==> src/pkg/pcf_pkg.sv <==
// How it works
// - Reads return an error-check byte; master checks
// - Alert line pulled; answers the alert query
// - Only storable settings go to non-volatile store
// - Linear word: 11-bit mantissa, 5-bit exponent
// - Address is two octal strap digits, 0-63
// - Bad strap digit gives fallback address 127
// - Works at 100 kHz and 400 kHz
// - Run control bit 7 requests output on
// - Startup config: bits 4-1 writable, 0 read-only
// - Power-up bit clear: start whenever powered
// - Power-up bit set: wait for whichever of pin and command is enabled
// - Command-response bit gates the run enable bit
// - Pin-response bit demands the on/off pin
// - Soft-start accepts any rise mantissa 0-511
// - Soft-start exponent -4, top mantissa bits zero
// - Divider ratio exponent fixed at -9
// - Divider mantissa defaults 256, max 512
// - Trim acts through the reference setting
// - Trim steps 0.4 percent within 25 percent
// - Out-of-window trim: nominal, alert, error flags
package pcf_pkg;
   localparam logic [7:0] CMD_RUN_CONTROL = 8'h01;
   localparam logic [7:0] CMD_STARTUP_CONFIG = 8'h02;
   localparam logic [7:0] CMD_STORE_ALL = 8'h11;
   localparam logic [7:0] CMD_CLEAR_FAULTS = 8'h03;
   localparam logic [7:0] CMD_VOUT_TRIM = 8'h22;
   localparam logic [7:0] CMD_DIVIDER_RATIO = 8'h29;
   localparam logic [7:0] CMD_SOFT_START = 8'h61;
   localparam logic [7:0] CMD_COMMUNICATION_ERROR_STATUS = 8'h7e;
   localparam logic [6:0] ALERT_RESP_ADDR = 7'h0c;
   localparam logic [6:0] FALLBACK_ADDR = 7'h7f;
   localparam int RUN_ON_BIT = 7;
   localparam int CFG_PU_BIT = 4;
   localparam int CFG_CMD_BIT = 3;
   localparam int CFG_CPR_BIT = 2;
   localparam int CFG_POL_BIT = 1;
   localparam logic [7:0] CFG_WR_MASK = 8'h1e;
   localparam logic [7:0] RUN_CONTROL_RST = 8'h80;
   localparam logic [7:0] STARTUP_CONFIG_RST = 8'h17;
   localparam logic [4:0] SS_EXP = 5'h1c;
   localparam logic [15:0] SOFT_START_RST = 16'he015;
   localparam logic [4:0] DIV_EXP = 5'h17;
   localparam logic [10:0] DIV_MANT_RST = 11'h100;
   localparam logic [10:0] DIV_MANT_MAX = 11'h200;
   localparam logic [15:0] TRIM_MAX = 16'h3fff;
   localparam logic [15:0] TRIM_MIN = 16'hc000;
   localparam logic [7:0] CML_INVALID_DATA = 8'h40;
   localparam logic [7:0] CML_BAD_PEC = 8'h20;
   localparam logic [7:0] CML_BAD_CMD = 8'h80;
endpackage

==> src/pcf_frontend.sv <==
`timescale 1ns/10ps
module pcf_frontend
   import pcf_pkg::*;
(
   input wire logic clk,
   input wire logic rst,
   input wire logic scl_in,
   input wire logic sda_in,
   output logic sda_out,
   output logic sda_oe,
   output logic alert_out,
   output logic alert_oe,
   input wire logic [3:0] address_high_digit_pin,
   input wire logic [3:0] address_low_digit_pin,
   input wire logic on_off_pin,
   output logic output_enable,
   output logic [15:0] soft_start_time,
   output logic [15:0] divider_ratio,
   output logic [15:0] reference_trim,
   output logic store_request,
   output logic [7:0] communication_error_status
);
   typedef enum logic [6:0] {
      ST_IDLE = 7'h01,
      ST_ADDR = 7'h02,
      ST_ACK = 7'h04,
      ST_RX = 7'h08,
      ST_TX = 7'h10,
      ST_TXACK = 7'h20,
      ST_SKIP = 7'h40
   } pcf_state_t;
   logic [1:0] scl_s, sda_s, pin_s;
   logic [3:0] hi_s1, hi_s2, lo_s1, lo_s2;
   logic scl_d1, sda_d1;
   logic scl_rise, scl_fall, start_c, stop_c;
   pcf_state_t st_q;
   logic [3:0] bit_q;
   logic [7:0] sh_q;
   logic [2:0] byte_q;
   logic rd_q, ara_q;
   logic [7:0] cmd_q, d0_q, d1_q, crc_q, tx_q;
   logic [6:0] my_addr;
   logic [7:0] run_control_q, startup_config_q;
   logic [15:0] trim_q;
   logic alert_q;
   logic [7:0] crc_next;
   logic [7:0] rsp_lo, rsp_hi;
   logic [2:0] need_q;

   // Two-stage synchronisers; logic reads only the second stage
   always_ff @(posedge clk or posedge rst) begin
      if (rst) begin
         scl_s <= 2'h3;
         sda_s <= 2'h3;
         pin_s <= 2'h0;
         scl_d1 <= 1'b1;
         sda_d1 <= 1'b1;
         hi_s1 <= 4'h0;
         hi_s2 <= 4'h0;
         lo_s1 <= 4'h0;
         lo_s2 <= 4'h0;
      end else begin
         scl_s <= {scl_s[0], scl_in};
         sda_s <= {sda_s[0], sda_in};
         pin_s <= {pin_s[0], on_off_pin};
         scl_d1 <= scl_s[1];
         sda_d1 <= sda_s[1];
         hi_s1 <= address_high_digit_pin;
         hi_s2 <= hi_s1;
         lo_s1 <= address_low_digit_pin;
         lo_s2 <= lo_s1;
      end
   end
   // Edge detection on the oversampled link clock works at both speeds
   assign scl_rise = scl_s[1] & ~scl_d1;
   assign scl_fall = ~scl_s[1] & scl_d1;
   assign start_c = scl_s[1] & scl_d1 & sda_d1 & ~sda_s[1];
   assign stop_c = scl_s[1] & scl_d1 & ~sda_d1 & sda_s[1];

   // Address from octal straps, fallback on a bad digit
   always_comb begin
      if (hi_s2 > 4'h7 || lo_s2 > 4'h7)
         my_addr = FALLBACK_ADDR;
      else
         my_addr = {1'b0, hi_s2[2:0], lo_s2[2:0]};
   end

   // CRC-8, polynomial x8+x2+x+1, over the shifted byte
   function automatic logic [7:0] crc8(input logic [7:0] c, input logic [7:0] d);
      logic [7:0] r;
      r = c ^ d;
      for (int i = 0; i < 8; i++)
         r = r[7] ? ((r << 1) ^ 8'h07) : (r << 1);
      return r;
   endfunction
   assign crc_next = crc8(crc_q, sh_q);

   // Read response words
   always_comb begin
      rsp_hi = 8'h00;
      case (cmd_q)
         CMD_RUN_CONTROL: rsp_lo = run_control_q;
         CMD_STARTUP_CONFIG: rsp_lo = startup_config_q;
         CMD_COMMUNICATION_ERROR_STATUS: rsp_lo = communication_error_status;
         CMD_SOFT_START: begin
            rsp_lo = soft_start_time[7:0];
            rsp_hi = soft_start_time[15:8];
         end
         CMD_DIVIDER_RATIO: begin
            rsp_lo = divider_ratio[7:0];
            rsp_hi = divider_ratio[15:8];
         end
         CMD_VOUT_TRIM: begin
            rsp_lo = trim_q[7:0];
            rsp_hi = trim_q[15:8];
         end
         default: rsp_lo = 8'hff;
      endcase
   end

   // Data bytes a write of this command carries
   always_comb begin
      case (cmd_q)
         CMD_RUN_CONTROL, CMD_STARTUP_CONFIG: need_q = 3'h1;
         CMD_SOFT_START, CMD_DIVIDER_RATIO, CMD_VOUT_TRIM: need_q = 3'h2;
         default: need_q = 3'h0;
      endcase
   end

   logic ack_byte;
   logic commit;
   logic [7:0] pec_fail;
   // Byte engine
   always_ff @(posedge clk or posedge rst) begin
      if (rst) begin
         st_q <= ST_IDLE;
         bit_q <= 4'h0;
         sh_q <= 8'h00;
         byte_q <= 3'h0;
         rd_q <= 1'b0;
         ara_q <= 1'b0;
         cmd_q <= 8'h00;
         d0_q <= 8'h00;
         d1_q <= 8'h00;
         crc_q <= 8'h00;
         tx_q <= 8'h00;
         ack_byte <= 1'b0;
      end else if (start_c) begin
         st_q <= ST_ADDR;
         bit_q <= 4'h0;
         // A repeated start keeps the check running over the whole transaction
         if (st_q == ST_IDLE || st_q == ST_SKIP)
            crc_q <= 8'h00;
         ack_byte <= 1'b0;
      end else if (stop_c) begin
         st_q <= ST_IDLE;
         ack_byte <= 1'b0;
      end else begin
         case (st_q)
            ST_ADDR, ST_RX: begin
               if (scl_rise) begin
                  sh_q <= {sh_q[6:0], sda_s[1]};
                  bit_q <= bit_q + 4'h1;
               end
               if (scl_fall && bit_q == 4'h8) begin
                  bit_q <= 4'h0;
                  crc_q <= crc_next;
                  if (st_q == ST_ADDR) begin
                     if (sh_q[7:1] == my_addr) begin
                        rd_q <= sh_q[0];
                        ara_q <= 1'b0;
                        if (!sh_q[0])
                           byte_q <= 3'h0;
                        st_q <= ST_ACK;
                        ack_byte <= 1'b1;
                     end else if (sh_q[7:1] == ALERT_RESP_ADDR && sh_q[0] && alert_q) begin
                        rd_q <= 1'b1;
                        ara_q <= 1'b1;
                        st_q <= ST_ACK;
                        ack_byte <= 1'b1;
                     end else
                        st_q <= ST_SKIP;
                  end else begin
                     case (byte_q)
                        3'h0: cmd_q <= sh_q;
                        3'h1: d0_q <= sh_q;
                        3'h2: d1_q <= sh_q;
                        default: ;
                     endcase
                     byte_q <= (byte_q == 3'h7) ? byte_q : byte_q + 3'h1;
                     st_q <= ST_ACK;
                     ack_byte <= 1'b1;
                  end
               end
            end
            ST_ACK: begin
               if (scl_fall) begin
                  ack_byte <= 1'b0;
                  if (rd_q) begin
                     st_q <= ST_TX;
                     tx_q <= ara_q ? {my_addr, 1'b1} : rsp_lo;
                     byte_q <= 3'h0;
                  end else
                     st_q <= ST_RX;
               end
            end
            ST_TX: begin
               if (scl_fall) begin
                  bit_q <= bit_q + 4'h1;
                  tx_q <= {tx_q[6:0], 1'b0};
                  if (bit_q == 4'h7) begin
                     bit_q <= 4'h0;
                     st_q <= ST_TXACK;
                  end
               end
               if (scl_rise && bit_q == 4'h0)
                  sh_q <= tx_q;
            end
            ST_TXACK: begin
               if (scl_rise && sda_s[1])
                  st_q <= ST_SKIP;
               else if (scl_fall) begin
                  st_q <= ST_TX;
                  crc_q <= crc8(crc_q, sh_q);
                  byte_q <= byte_q + 3'h1;
                  // Word reads send high byte, then the error-check byte
                  if (!ara_q && byte_q == 3'h0 && (cmd_q == CMD_SOFT_START || cmd_q == CMD_DIVIDER_RATIO ||
                      cmd_q == CMD_VOUT_TRIM))
                     tx_q <= rsp_hi;
                  else
                     tx_q <= crc8(crc_q, sh_q);
               end
            end
            default: ;
         endcase
      end
   end
   assign sda_out = 1'b0;
   assign sda_oe = ack_byte | (st_q == ST_TX && !tx_q[7]);

   // Write commits only at stop after a matching error-check byte
   assign commit = stop_c && !rd_q && (st_q == ST_ACK || st_q == ST_RX) && byte_q == need_q + 3'h2
      && crc_q == 8'h00;
   assign pec_fail = (stop_c && !rd_q && (st_q == ST_ACK || st_q == ST_RX) && byte_q == need_q + 3'h2
      && crc_q != 8'h00) ? CML_BAD_PEC : 8'h00;

   logic [10:0] div_m;
   logic trim_bad;
   assign div_m = {d1_q[2:0], d0_q};
   assign trim_bad = ({d1_q, d0_q} > TRIM_MAX) && ({d1_q, d0_q} < TRIM_MIN);

   // Settings, all volatile
   always_ff @(posedge clk or posedge rst) begin
      if (rst) begin
         run_control_q <= RUN_CONTROL_RST;
         startup_config_q <= STARTUP_CONFIG_RST;
         soft_start_time <= SOFT_START_RST;
         divider_ratio <= {DIV_EXP, DIV_MANT_RST};
         trim_q <= 16'h0000;
         reference_trim <= 16'h0000;
         store_request <= 1'b0;
      end else begin
         store_request <= commit && cmd_q == CMD_STORE_ALL;
         if (commit) begin
            case (cmd_q)
               CMD_RUN_CONTROL: run_control_q <= d0_q;
               CMD_STARTUP_CONFIG:
                  startup_config_q <= (startup_config_q & ~CFG_WR_MASK) | (d0_q & CFG_WR_MASK);
               CMD_SOFT_START:
                  if (d1_q[7:3] == SS_EXP && d1_q[2:1] == 2'h0)
                     soft_start_time <= {d1_q, d0_q};
               CMD_DIVIDER_RATIO:
                  if (d1_q[7:3] == DIV_EXP && div_m <= DIV_MANT_MAX)
                     divider_ratio <= {d1_q, d0_q};
               CMD_VOUT_TRIM: begin
                  trim_q <= {d1_q, d0_q};
                  reference_trim <= trim_bad ? 16'h0000 : {d1_q, d0_q};
               end
               default: ;
            endcase
         end
      end
   end

   // Status and alert; hardware set wins over clear
   logic bad_trim_ev, bad_cmd_ev;
   assign bad_trim_ev = commit && cmd_q == CMD_VOUT_TRIM && trim_bad;
   assign bad_cmd_ev = commit && need_q == 3'h0 && cmd_q != CMD_STORE_ALL && cmd_q != CMD_CLEAR_FAULTS;
   always_ff @(posedge clk or posedge rst) begin
      if (rst) begin
         communication_error_status <= 8'h00;
         alert_q <= 1'b0;
      end else begin
         if (commit && cmd_q == CMD_CLEAR_FAULTS) begin
            communication_error_status <= 8'h00;
            alert_q <= 1'b0;
         end
         if (ara_q && st_q == ST_TXACK && scl_fall)
            alert_q <= 1'b0;
         if (bad_trim_ev || bad_cmd_ev || pec_fail != 8'h00) begin
            communication_error_status <= communication_error_status | pec_fail |
               (bad_trim_ev ? CML_INVALID_DATA : 8'h00) | (bad_cmd_ev ? CML_BAD_CMD : 8'h00);
            alert_q <= 1'b1;
         end
      end
   end
   assign alert_out = 1'b0;
   assign alert_oe = alert_q;

   // Output enable decision
   logic pin_ok, cmd_ok;
   always_comb begin
      pin_ok = !startup_config_q[CFG_CPR_BIT] ||
               (pin_s[1] == startup_config_q[CFG_POL_BIT]);
      cmd_ok = !startup_config_q[CFG_CMD_BIT] || run_control_q[RUN_ON_BIT];
      output_enable = !startup_config_q[CFG_PU_BIT] || (pin_ok && cmd_ok);
   end

   a_pu_clear_on: assert property (@(posedge clk) disable iff (rst)
      !startup_config_q[CFG_PU_BIT] |-> output_enable) else $error("output off with power-up bit clear");
   a_cmd_gate: assert property (@(posedge clk) disable iff (rst)
      startup_config_q[CFG_PU_BIT] && startup_config_q[CFG_CMD_BIT] && !run_control_q[RUN_ON_BIT]
      |-> !output_enable) else $error("enable ignored run bit");
   a_pin_gate: assert property (@(posedge clk) disable iff (rst)
      startup_config_q[CFG_PU_BIT] && startup_config_q[CFG_CPR_BIT] && pin_s[1] != startup_config_q[CFG_POL_BIT]
      |-> !output_enable) else $error("enable ignored on/off pin");
   a_addr_fallback: assert property (@(posedge clk) disable iff (rst)
      hi_s2[3] || lo_s2[3] |-> my_addr == FALLBACK_ADDR) else $error("no fallback address");
   a_cfg_ro_bit: assert property (@(posedge clk) disable iff (rst)
      startup_config_q[0] == $past(startup_config_q[0])) else $error("read-only bit changed");
   a_run_write: assert property (@(posedge clk) disable iff (rst)
      commit && cmd_q == CMD_RUN_CONTROL |=> run_control_q == $past(d0_q)) else $error("run control not written");
   a_div_max: assert property (@(posedge clk) disable iff (rst)
      divider_ratio[10:0] <= DIV_MANT_MAX) else $error("divider mantissa too large");
   a_div_exp: assert property (@(posedge clk) disable iff (rst)
      divider_ratio[15:11] == DIV_EXP) else $error("divider exponent wrong");
   a_ss_exp: assert property (@(posedge clk) disable iff (rst)
      soft_start_time[15:11] == SS_EXP && soft_start_time[10:9] == 2'h0) else $error("soft-start format");
   a_trim_revert: assert property (@(posedge clk) disable iff (rst)
      bad_trim_ev |=> reference_trim == 16'h0000 && alert_oe) else $error("bad trim not reverted");
   a_pec_discard: assert property (@(posedge clk) disable iff (rst)
      pec_fail != 8'h00 |=> $stable(run_control_q) && $stable(startup_config_q)) else $error("bad check wrote");
   a_store_pulse: assert property (@(posedge clk) disable iff (rst)
      store_request |=> !store_request) else $error("store request longer than one cycle");
endmodule

==> config.mk <==
export PLATFORM = sky130hd
export DESIGN_NAME = pcf_frontend
export DESIGN_NICKNAME = d
export VERILOG_FILES = /design/src/pkg/pcf_pkg.sv /design/src/pcf_frontend.sv
export SDC_FILE = /design/constraint.sdc
export NUM_CORES = 1
export LEC_CHECK = 0
export BUFFER_PORTS_ARGS = -buffer_cell sky130_fd_sc_hd__buf_2
export CORE_AREA = 4 4 109 153
export CTS_BUF_LIST = sky130_fd_sc_hd__clkbuf_2 sky130_fd_sc_hd__clkbuf_4 sky130_fd_sc_hd__clkbuf_8
export CTS_CLUSTER_DIAMETER = 200
export DETAILED_ROUTE_END_ITERATION = 12
export DIE_AREA = 0 0 113 157
export PLACE_DENSITY = 0.73
export SETUP_SLACK_MARGIN = 0.3
export SYNTH_ARGS = -nofsm -noshare
export SYNTH_HDL_FRONTEND = slang
export SYNTH_SLANG_ARGS = --single-unit
==> constraint.sdc <==
create_clock -name clk -period 7.2 [get_ports clk]
set_input_delay 1.08 -clock clk [delete_from_list [all_inputs] [get_ports clk]]
set_output_delay 1.08 -clock clk [all_outputs]
set_load 0.005 [all_outputs]
==> results of run 1 <==
==> cell usage in the layout (no fill, tap or decap), types with 4 or more instances in the layout <==
cell      count
a21oi_1      15
dfrtp_1     147
mux2_2       69
and2_1        9
dfstp_2      22
nand3_1      17
a31oi_1      15
nor2_1       46
nor2b_1      14
nor3_1       12
clkbuf_8     18
xor2_1       14
nor3b_1       5
a22oi_1      11
nand2_1      63
and3_1        6
or2_2         8
o32a_1        5
o21ai_0      41
conb_1        7
a221oi_1     13
ha_1          8
nand2b_1     19
inv_1        15
nor4_1        9
a211oi_1      4
a22o_1       21
buf_4         5
xnor2_1      17
buf_2        67
o211ai_1     10
==> where the power goes <==
group          internal, mW  total, mW  switching, mW
Sequential             1.01       1.15          0.140
Combinational         0.219      0.565          0.346
Clock                 0.336      0.701          0.365
==> cell type report <==
type                       instances  area share
clock buffer                      21      0.0296
sequential                       169       0.466
timing repair buffer              72      0.0408
multi-input combinational        531       0.415
clock inverter                    11      0.0153
tap                              196      0.0268
inverter                          16     0.00712
==> cell families after synthesis <==
group,synth area share
simple gates,0.154
other cells,0.000451
buf+inv,0.0365
compound gates,0.155
fa+ha+maj,0.0120
mux,0.0975
flops,0.512
xor+xnor,0.0326
==> worst min path at each step <==
stage	end	slack (ps)	cells after the start
floorplan	hi_s2[0]	330	0
detailed placement	lo_s2[3]	330	0
finish	lo_s2[0]	350	0
global placement	hi_s2[2]	330	0
global route	sda_s[1]	360	0
CTS	lo_s2[0]	360	0
==> critical path, cell delays in order, from the launching register on <==
cell and delay, ps:
dfrtp_1 560, and3b_1 370, o211ai_1 480, nor4b_2 600, o21ai_2 200, nor4_4 910, mux2_2 420
==> metal layers <==
layer,vias to the layer above,track usage,routed length [µm]
met5,-,0,0
met4,0,0.188,1770
met3,107,0.0542,1150
met2,249,0.463,11600
met1,3105,0.293,8300
li1,2850,-,-
==> synthesized netlist by cell type (10+ instances only) <==
| cell | number |
|---|---|
| a21oi_1 | 15 |
| a221oi_1 | 13 |
| a22o_1 | 21 |
| a22oi_1 | 11 |
| a31oi_1 | 15 |
| clkbuf_1 | 34 |
| dfrtp_1 | 147 |
| dfstp_2 | 22 |
| inv_1 | 16 |
| mux2_2 | 69 |
| nand2_1 | 63 |
| nand2b_1 | 19 |
| nand3_1 | 17 |
| nor2_1 | 46 |
| nor2b_1 | 14 |
| nor3_1 | 12 |
| o211ai_1 | 10 |
| o21ai_0 | 41 |
| xnor2_1 | 17 |
| xor2_1 | 14 |
==> registers in the layout, summed over array words and instances, names as in the netlist, 2 cells and up <==
signal and count:
hi_s2 4, cmd_q 8, pin_s 2, lo_s2 4, sda_s 2, d0_q 8, startup_config_q 4, soft_start_time 16
hi_s1 4, divider_ratio 16, tx_q 8, scl_s 2, d1_q 8, crc_q 8, byte_q 3, communication_error_status 3
lo_s1 4, st_q 7, sh_q 8, reference_trim 15, trim_q 16, run_control_q 8, bit_q 4
==> per-stage QoR <==
step / hold WS (ps) / setup WS, ps / total power, mW / area, µm² / std cells
global route: 364 / 3270 / 2.53 / 9140 / 1016
floorplan: 331 / 1580 / 1.54 / 8340 / 768
CTS: 356 / 3580 / 2.42 / 9140 / 1016
detailed placement: 335 / 3600 / 1.71 / 8730 / 984
finish: 351 / 3540 / 2.42 / 9140 / 1016
global placement: 335 / 3790 / 1.70 / 8730 / 984
==> qor_table.md, run 1 <==
| Result | Reported | Unit |
| --- | --- | --- |
| Synth top area cells | dfrtp_1, mux2_2, dfstp_2, nand2_1, o21ai_0 | - |
| Number of diodes | 0 | - |
| Number of top-level pins | 75 | - |
| Min Tclk post-route | 3660 | ps |
| WP data arrival | 4030 | ps |
| Number of instances in the synthesized netlist | 762 | - |
| Post-synthesis sequential area ratio | 0.512 | - |
| Synth Warn # | 0 | - |
| Least-Margin Pin Slew | 1160 | ps |
| Result of the run | finished clean | - |
| Pin count of the biggest net entering global routing | 94 | - |
| Total congestion overflow after global routing | 0 | - |
| Die outline area | 0.0177 | mm² |
| Required @ worst endpoint | 7560 | ps |
| Number of antenna violations at the first check in global routing | 0 | - |
| Flops & latches, synth | 169 | - |
| Worst setup path class | reg2reg | - |
| Worst setup path startpoint | cmd_q[1] | - |
| Die extent in x | 113 | µm |
| Final number of hold-violating endpoints | 0 | - |
| RSZ-0062 raised after global routing | no | - |
| Starting density of the core | 0.542 | - |
| Area share of the largest cell type after synthesis | 0.442 | - |
| First-pass GRT wire length | 36.0 | mm |
| DRT Wirelength | 22.9 | mm |
| Post-synthesis cell type with the largest combined area | dfrtp_1 | - |
| TritonCTS clock tree | built | - |
| Clock slew seen by the registers of the worst setup and hold paths | 80 | ps |
| Capture point of the worst path | soft_start_time[3] | - |
| Average cell area after synthesis | 10.9 | µm² |
| Utilization of the core after routing | 0.596 | - |
| Clock sinks | 169 | - |
| Max IR drop VDD | 0.135 | mV |
| Iter 0 DRT Violations | 546 | - |
| Worst r2r dst | soft_start_time[3] | - |
| Nets | 828 | - |
| Reg2Reg Depth | 6 | - |
| Top achievable clock speed | 273 | MHz |
| Pwr Density | 264 | mW/mm² |
| Register-to-register path setup slack | 3540 | ps |
| Clock Skews | 16.3 | ps |
| Number of flops mapped to enable cells by yosys | 0 | - |
| Area of the placeable core | 0.0153 | mm² |
| Rel. slew slack | 0.230 | - |
| Setup TNS | 0 | ps |
| Clock insertion delay at the later pin of the skew report | 490 | ps |
| Root buffer cell | clkbuf_8 | - |
| Worst Setup End Kind | flip-flop | - |
| Wirelength per Cell | 22.5 | µm |
| Overall Global Routing Usage | 0.268 | - |
| Num CTS Buffers | 17 | - |
| Tightest Hold Check Type | reg2reg | - |
| Routed vias | 6,311 | - |
| Multi-input combinational cell area | 0.00379 | mm² |
| Post-CTS Hold Buffers | 0 | - |
| Worst min-delay path startpoint | lo_s1[0] | - |
| Number of endpoints failing setup at the final stage | 0 | - |
| PostCTS Resize Cnt | 0 | - |
| Number of distinct library cells after synthesis | 78 | - |
| Number of vias per cell after detailed routing | 6.21 | - |
| Share of the clock period used by the worst path | 0.509 | - |
| Most common flop cell mapped by yosys | dfrtp_1 | - |
| First-pass iteration count of the detailed router | 7 | - |
| Worst Path Max Fanout | 16 | - |
| Critical path launch point type | flip-flop | - |
| Share of synthesized registers carrying an async set or reset | 1.00 | - |
| Final number of max-transition violations | 0 | - |
| Area of the mapped netlist | 0.00832 | mm² |
| Post-CTS setup repair buffer count | 0 | - |
| Cell row count | 54 | - |
| Maximum clock path buffer count | 2 | - |
| Max Cap Violations | 0 | - |
| Clock H-tree levels | 4 | - |
| Placer's final routability congestion estimate | 1.01 | - |
| Remaining design rule violation count | 0 | - |
| Die height | 157 | µm |
| Area added between synthesis and finish | 9.90 | % |
| Leakage power total | 4.20 | nW |
| Antenna Nets Post-Route | 0 | - |
| Port bufs | 67 | - |
| Startpoint of the most critical register-to-register path | cmd_q[1] | - |
| Post-DP HPWL | 17.1 | mm |
| Ratio of cells with drive above 1 in the final layout | 0.273 | - |
| Flip-flop and latch area | 0.00426 | mm² |
| Number of global-route vias before repair | 6,492 | - |
| Filler Cells Inserted | 1,291 | - |
Power figures use the tool's default switching activity.
==> run 2: changes to the inputs <==
--- a/config.mk
+++ b/config.mk
@@ -11,7 +11,7 @@
 export CTS_CLUSTER_DIAMETER = 200
 export DETAILED_ROUTE_END_ITERATION = 12
 export DIE_AREA = 0 0 113 157
-export PLACE_DENSITY = 0.73
+export PLACE_DENSITY = 0.76
 export SETUP_SLACK_MARGIN = 0.3
 export SYNTH_ARGS = -nofsm -noshare
 export SYNTH_HDL_FRONTEND = slang
==> constraint.sdc (replaced) <==
create_clock -name clk -period 3.3 [get_ports clk]
set_input_delay 0.495 -clock clk [delete_from_list [all_inputs] [get_ports clk]]
set_output_delay 0.495 -clock clk [all_outputs]
set_load 0.005 [all_outputs]
==> run 2 against run 1 <==
Effect of this change:
- non-clock buffer count is 17 higher
- first-iteration DRC count is 21% lower
- clock skew is 0.89 ps lower
- largest cell class unchanged
- wire length is 0.62% lower
- via count is 1.4% higher
- critical path depth is 1 higher
- critical endpoint is now soft_start_time[1]
==> qor_table.md, run 2 (synthesized netlist as in run 1, its figures left out) <==
| Result | Reported | Unit | vs previous |
| --- | --- | --- | --- |
| Setup TNS | 0 | ps | unchanged |
| Rel. slew slack | 0.418 | - | +0.188 |
| Clock H-tree levels | 4 | - | unchanged |
| Starting density of the core | 0.542 | - | unchanged |
| Antenna Nets Post-Route | 0 | - | unchanged |
| Number of vias per cell after detailed routing | 6.19 | - | -0.31% |
| Area of the placeable core | 0.0153 | mm² | unchanged |
| Required @ worst endpoint | 3650 | ps | -3910 ps |
| Routed metal-1 wirelength | 8.63 | mm | +4.0% |
| Leakage power total | 4.30 | nW | +2.3% |
| Flip-flop and latch area | 0.00426 | mm² | unchanged |
| Final number of hold-violating endpoints | 0 | - | unchanged |
| Post-CTS Hold Buffers | 0 | - | unchanged |
| Number of global-route vias before repair | 6,519 | - | +0.42% |
| Die outline area | 0.0177 | mm² | unchanged |
| Number of antenna violations at the first check in global routing | 0 | - | unchanged |
| Share of the clock period used by the worst path | 0.868 | - | +0.359 |
| Largest registers in the final layout | divider_ratio: 16 flops, soft_start_time: 16 flops, trim_q: 16 flops | - |  |
| Number of endpoints failing setup at the final stage | 0 | - | unchanged |
| Tightest Hold Check Type | in2reg | - |  |
| Die extent in x | 113 | µm | unchanged |
| Worst setup path class | reg2reg | - |  |
| Root buffer cell | clkbuf_8 | - |  |
| Met2 WL post-DR | 11.9 | mm | +1.9% |
| Overall Global Routing Usage | 0.261 | - | -0.00679 |
| Worst Setup End Kind | flip-flop | - |  |
| Area added between synthesis and finish | 11.8 | % |  |
| Final number of max-transition violations | 0 | - | unchanged |
| Worst Path Max Fanout | 14 | - | -2 |
| Clock insertion delay at the later pin of the skew report | 470 | ps | -20 ps |
| DRT Wirelength | 22.7 | mm | -0.62% |
| WP data arrival | 3220 | ps | -810 ps |
| Post-DP HPWL | 16.7 | mm | -2.3% |
| Maximum clock path buffer count | 2 | - | unchanged |
| Clock Skews | 15.4 | ps | -0.894 ps |
| Clock slew seen by the registers of the worst setup and hold paths | 90 | ps | about the same |
| Max Cap Violations | 0 | - | unchanged |
| Overall power | 5.24 | mW | +120% |
| Max IR drop VDD | 0.338 | mV | +150% |
| Port bufs | 67 | - | unchanged |
| First-pass iteration count of the detailed router | 5 | - | -2 |
| Most used cells in the layout excluding fill and tap cells | dfrtp_1, mux2_2, buf_2 | - |  |
| TritonCTS clock tree | built | - |  |
| First-pass GRT wire length | 35.5 | mm | -1.4% |
| Clock sinks | 169 | - | unchanged |
| Pwr Density | 563 | mW/mm² | +110% |
| Least-Margin Pin Slew | 873 | ps | -282 ps |
| Min Tclk post-route | 2860 | ps | -799 ps |
| Total congestion overflow after global routing | 0 | - | unchanged |
| Multi-input combinational cell area | 0.00382 | mm² | +0.82% |
| Placer's final routability congestion estimate | 0.994 | - | -1.7% |
| Routed wl met3 | 979 | µm | -15% |
| Wirelength per Cell | 22.0 | µm | -2.3% |
| Remaining design rule violation count | 0 | - | unchanged |
| RSZ-0062 raised after global routing | no | - |  |
| Nets | 845 | - | +2.1% |
| Ratio of cells with drive above 1 in the final layout | 0.289 | - | +0.0160 |
| Highest Signal Layer | met4 | - |  |
| Top achievable clock speed | 349 | MHz | +28% |
| Routed vias | 6,397 | - | +1.4% |
| Number of diodes | 0 | - | unchanged |
| Utilization of the core after routing | 0.607 | - | +0.0105 |
| Cell row count | 54 | - | unchanged |
| Leading cell type in the layout, fill and taps excluded | dfrtp_1 | - |  |
| Pin count of the biggest net entering global routing | 170 | - | +81% |
| Critical path launch point type | flip-flop | - |  |
| Die height | 157 | µm | unchanged |
| Register-to-register path setup slack | 440 | ps | -3100 ps |
| Result of the run | finished clean | - |  |
| Filler Cells Inserted | 1,251 | - | -3.1% |
| Iter 0 DRT Violations | 430 | - | -21% |
| Num CTS Buffers | 17 | - | unchanged |
| Number of top-level pins | 75 | - | unchanged |
## run 2: cell count changes in the layout (fill, tap and decap cells not counted), sizes merged
cell | before | now
buf | 72 | 89
inv | 20 | 19
clkinv | 2 | 3
bufinv | 2 | 1
clkinvlp | 3 | 4
## run 2: report_power, final
part | internal [mW] | leakage (nW) | switching, mW
Clock | 0.666 | 0.192 | 0.793
Combinational | 0.494 | 1.90 | 0.765
Sequential | 2.20 | 2.21 | 0.320
## run 2: through the flow
| stage | area [µm²] | instances | hold slack, ps | worst slack (ps) |
|---|---|---|---|---|
| 2_1_floorplan | 8350 | 768 | 331 | 574 |
| 3_3_place_gp | 8870 | 999 | 335 | 356 |
| 3_5_place_dp | 8870 | 999 | 336 | 289 |
| 4_1_cts | 9270 | 1031 | 108 | 380 |
| 5_1_grt | 9300 | 1033 | 104 | 316 |
| 6_report | 9300 | 1033 | 124 | 435 |
## run 2: worst max-delay path, cell delays in order (launching register included)
cell     delay (ps)
dfrtp_1         530
nor4b_4         520
and3_1          660
nor4b_4         140
o21ai_2         310
nor4_4           90
buf_4           190
mux2_1          320
## run 2: area by class of cell
type / instances / area share
timing repair buffer: 89 / 0.0565
tap: 196 / 0.0264
sequential: 169 / 0.458
clock buffer: 21 / 0.0297
inverter: 16 / 0.00686
clock inverter: 11 / 0.0121
multi-input combinational: 531 / 0.411
## run 2: layer usage
layer	GRT usage	up-vias
met5	0	-
met4	0.139	0
met3	0.0465	72
met2	0.460	240
met1	0.301	3207
li1	-	2878
## run 2: final timing paths
kind / to / cells past startpoint / start
max in group asynchronous: tx_q[4] / 3 / rst
worst min-delay path: scl_s[0] / 1 / scl_in
worst max register to register: soft_start_time[1] / 7 / cmd_q[1]
worst max-delay path: soft_start_time[1] / 7 / cmd_q[1]
worst min register to register: hi_s2[3] / 0 / hi_s1[3]
min in group asynchronous: d0_q[0] / 3 / rst
## run 2: what timing repair did
| item | in CTS | in global routing |
|---|---|---|
| hold endpoints to repair | 0 | 0 |
| buffers inserted | 0 | 2 |
| pin swaps | 0 | 2 |
| setup endpoints to repair | 9 | 34 |
| gates resized for setup | 1 | 3 |
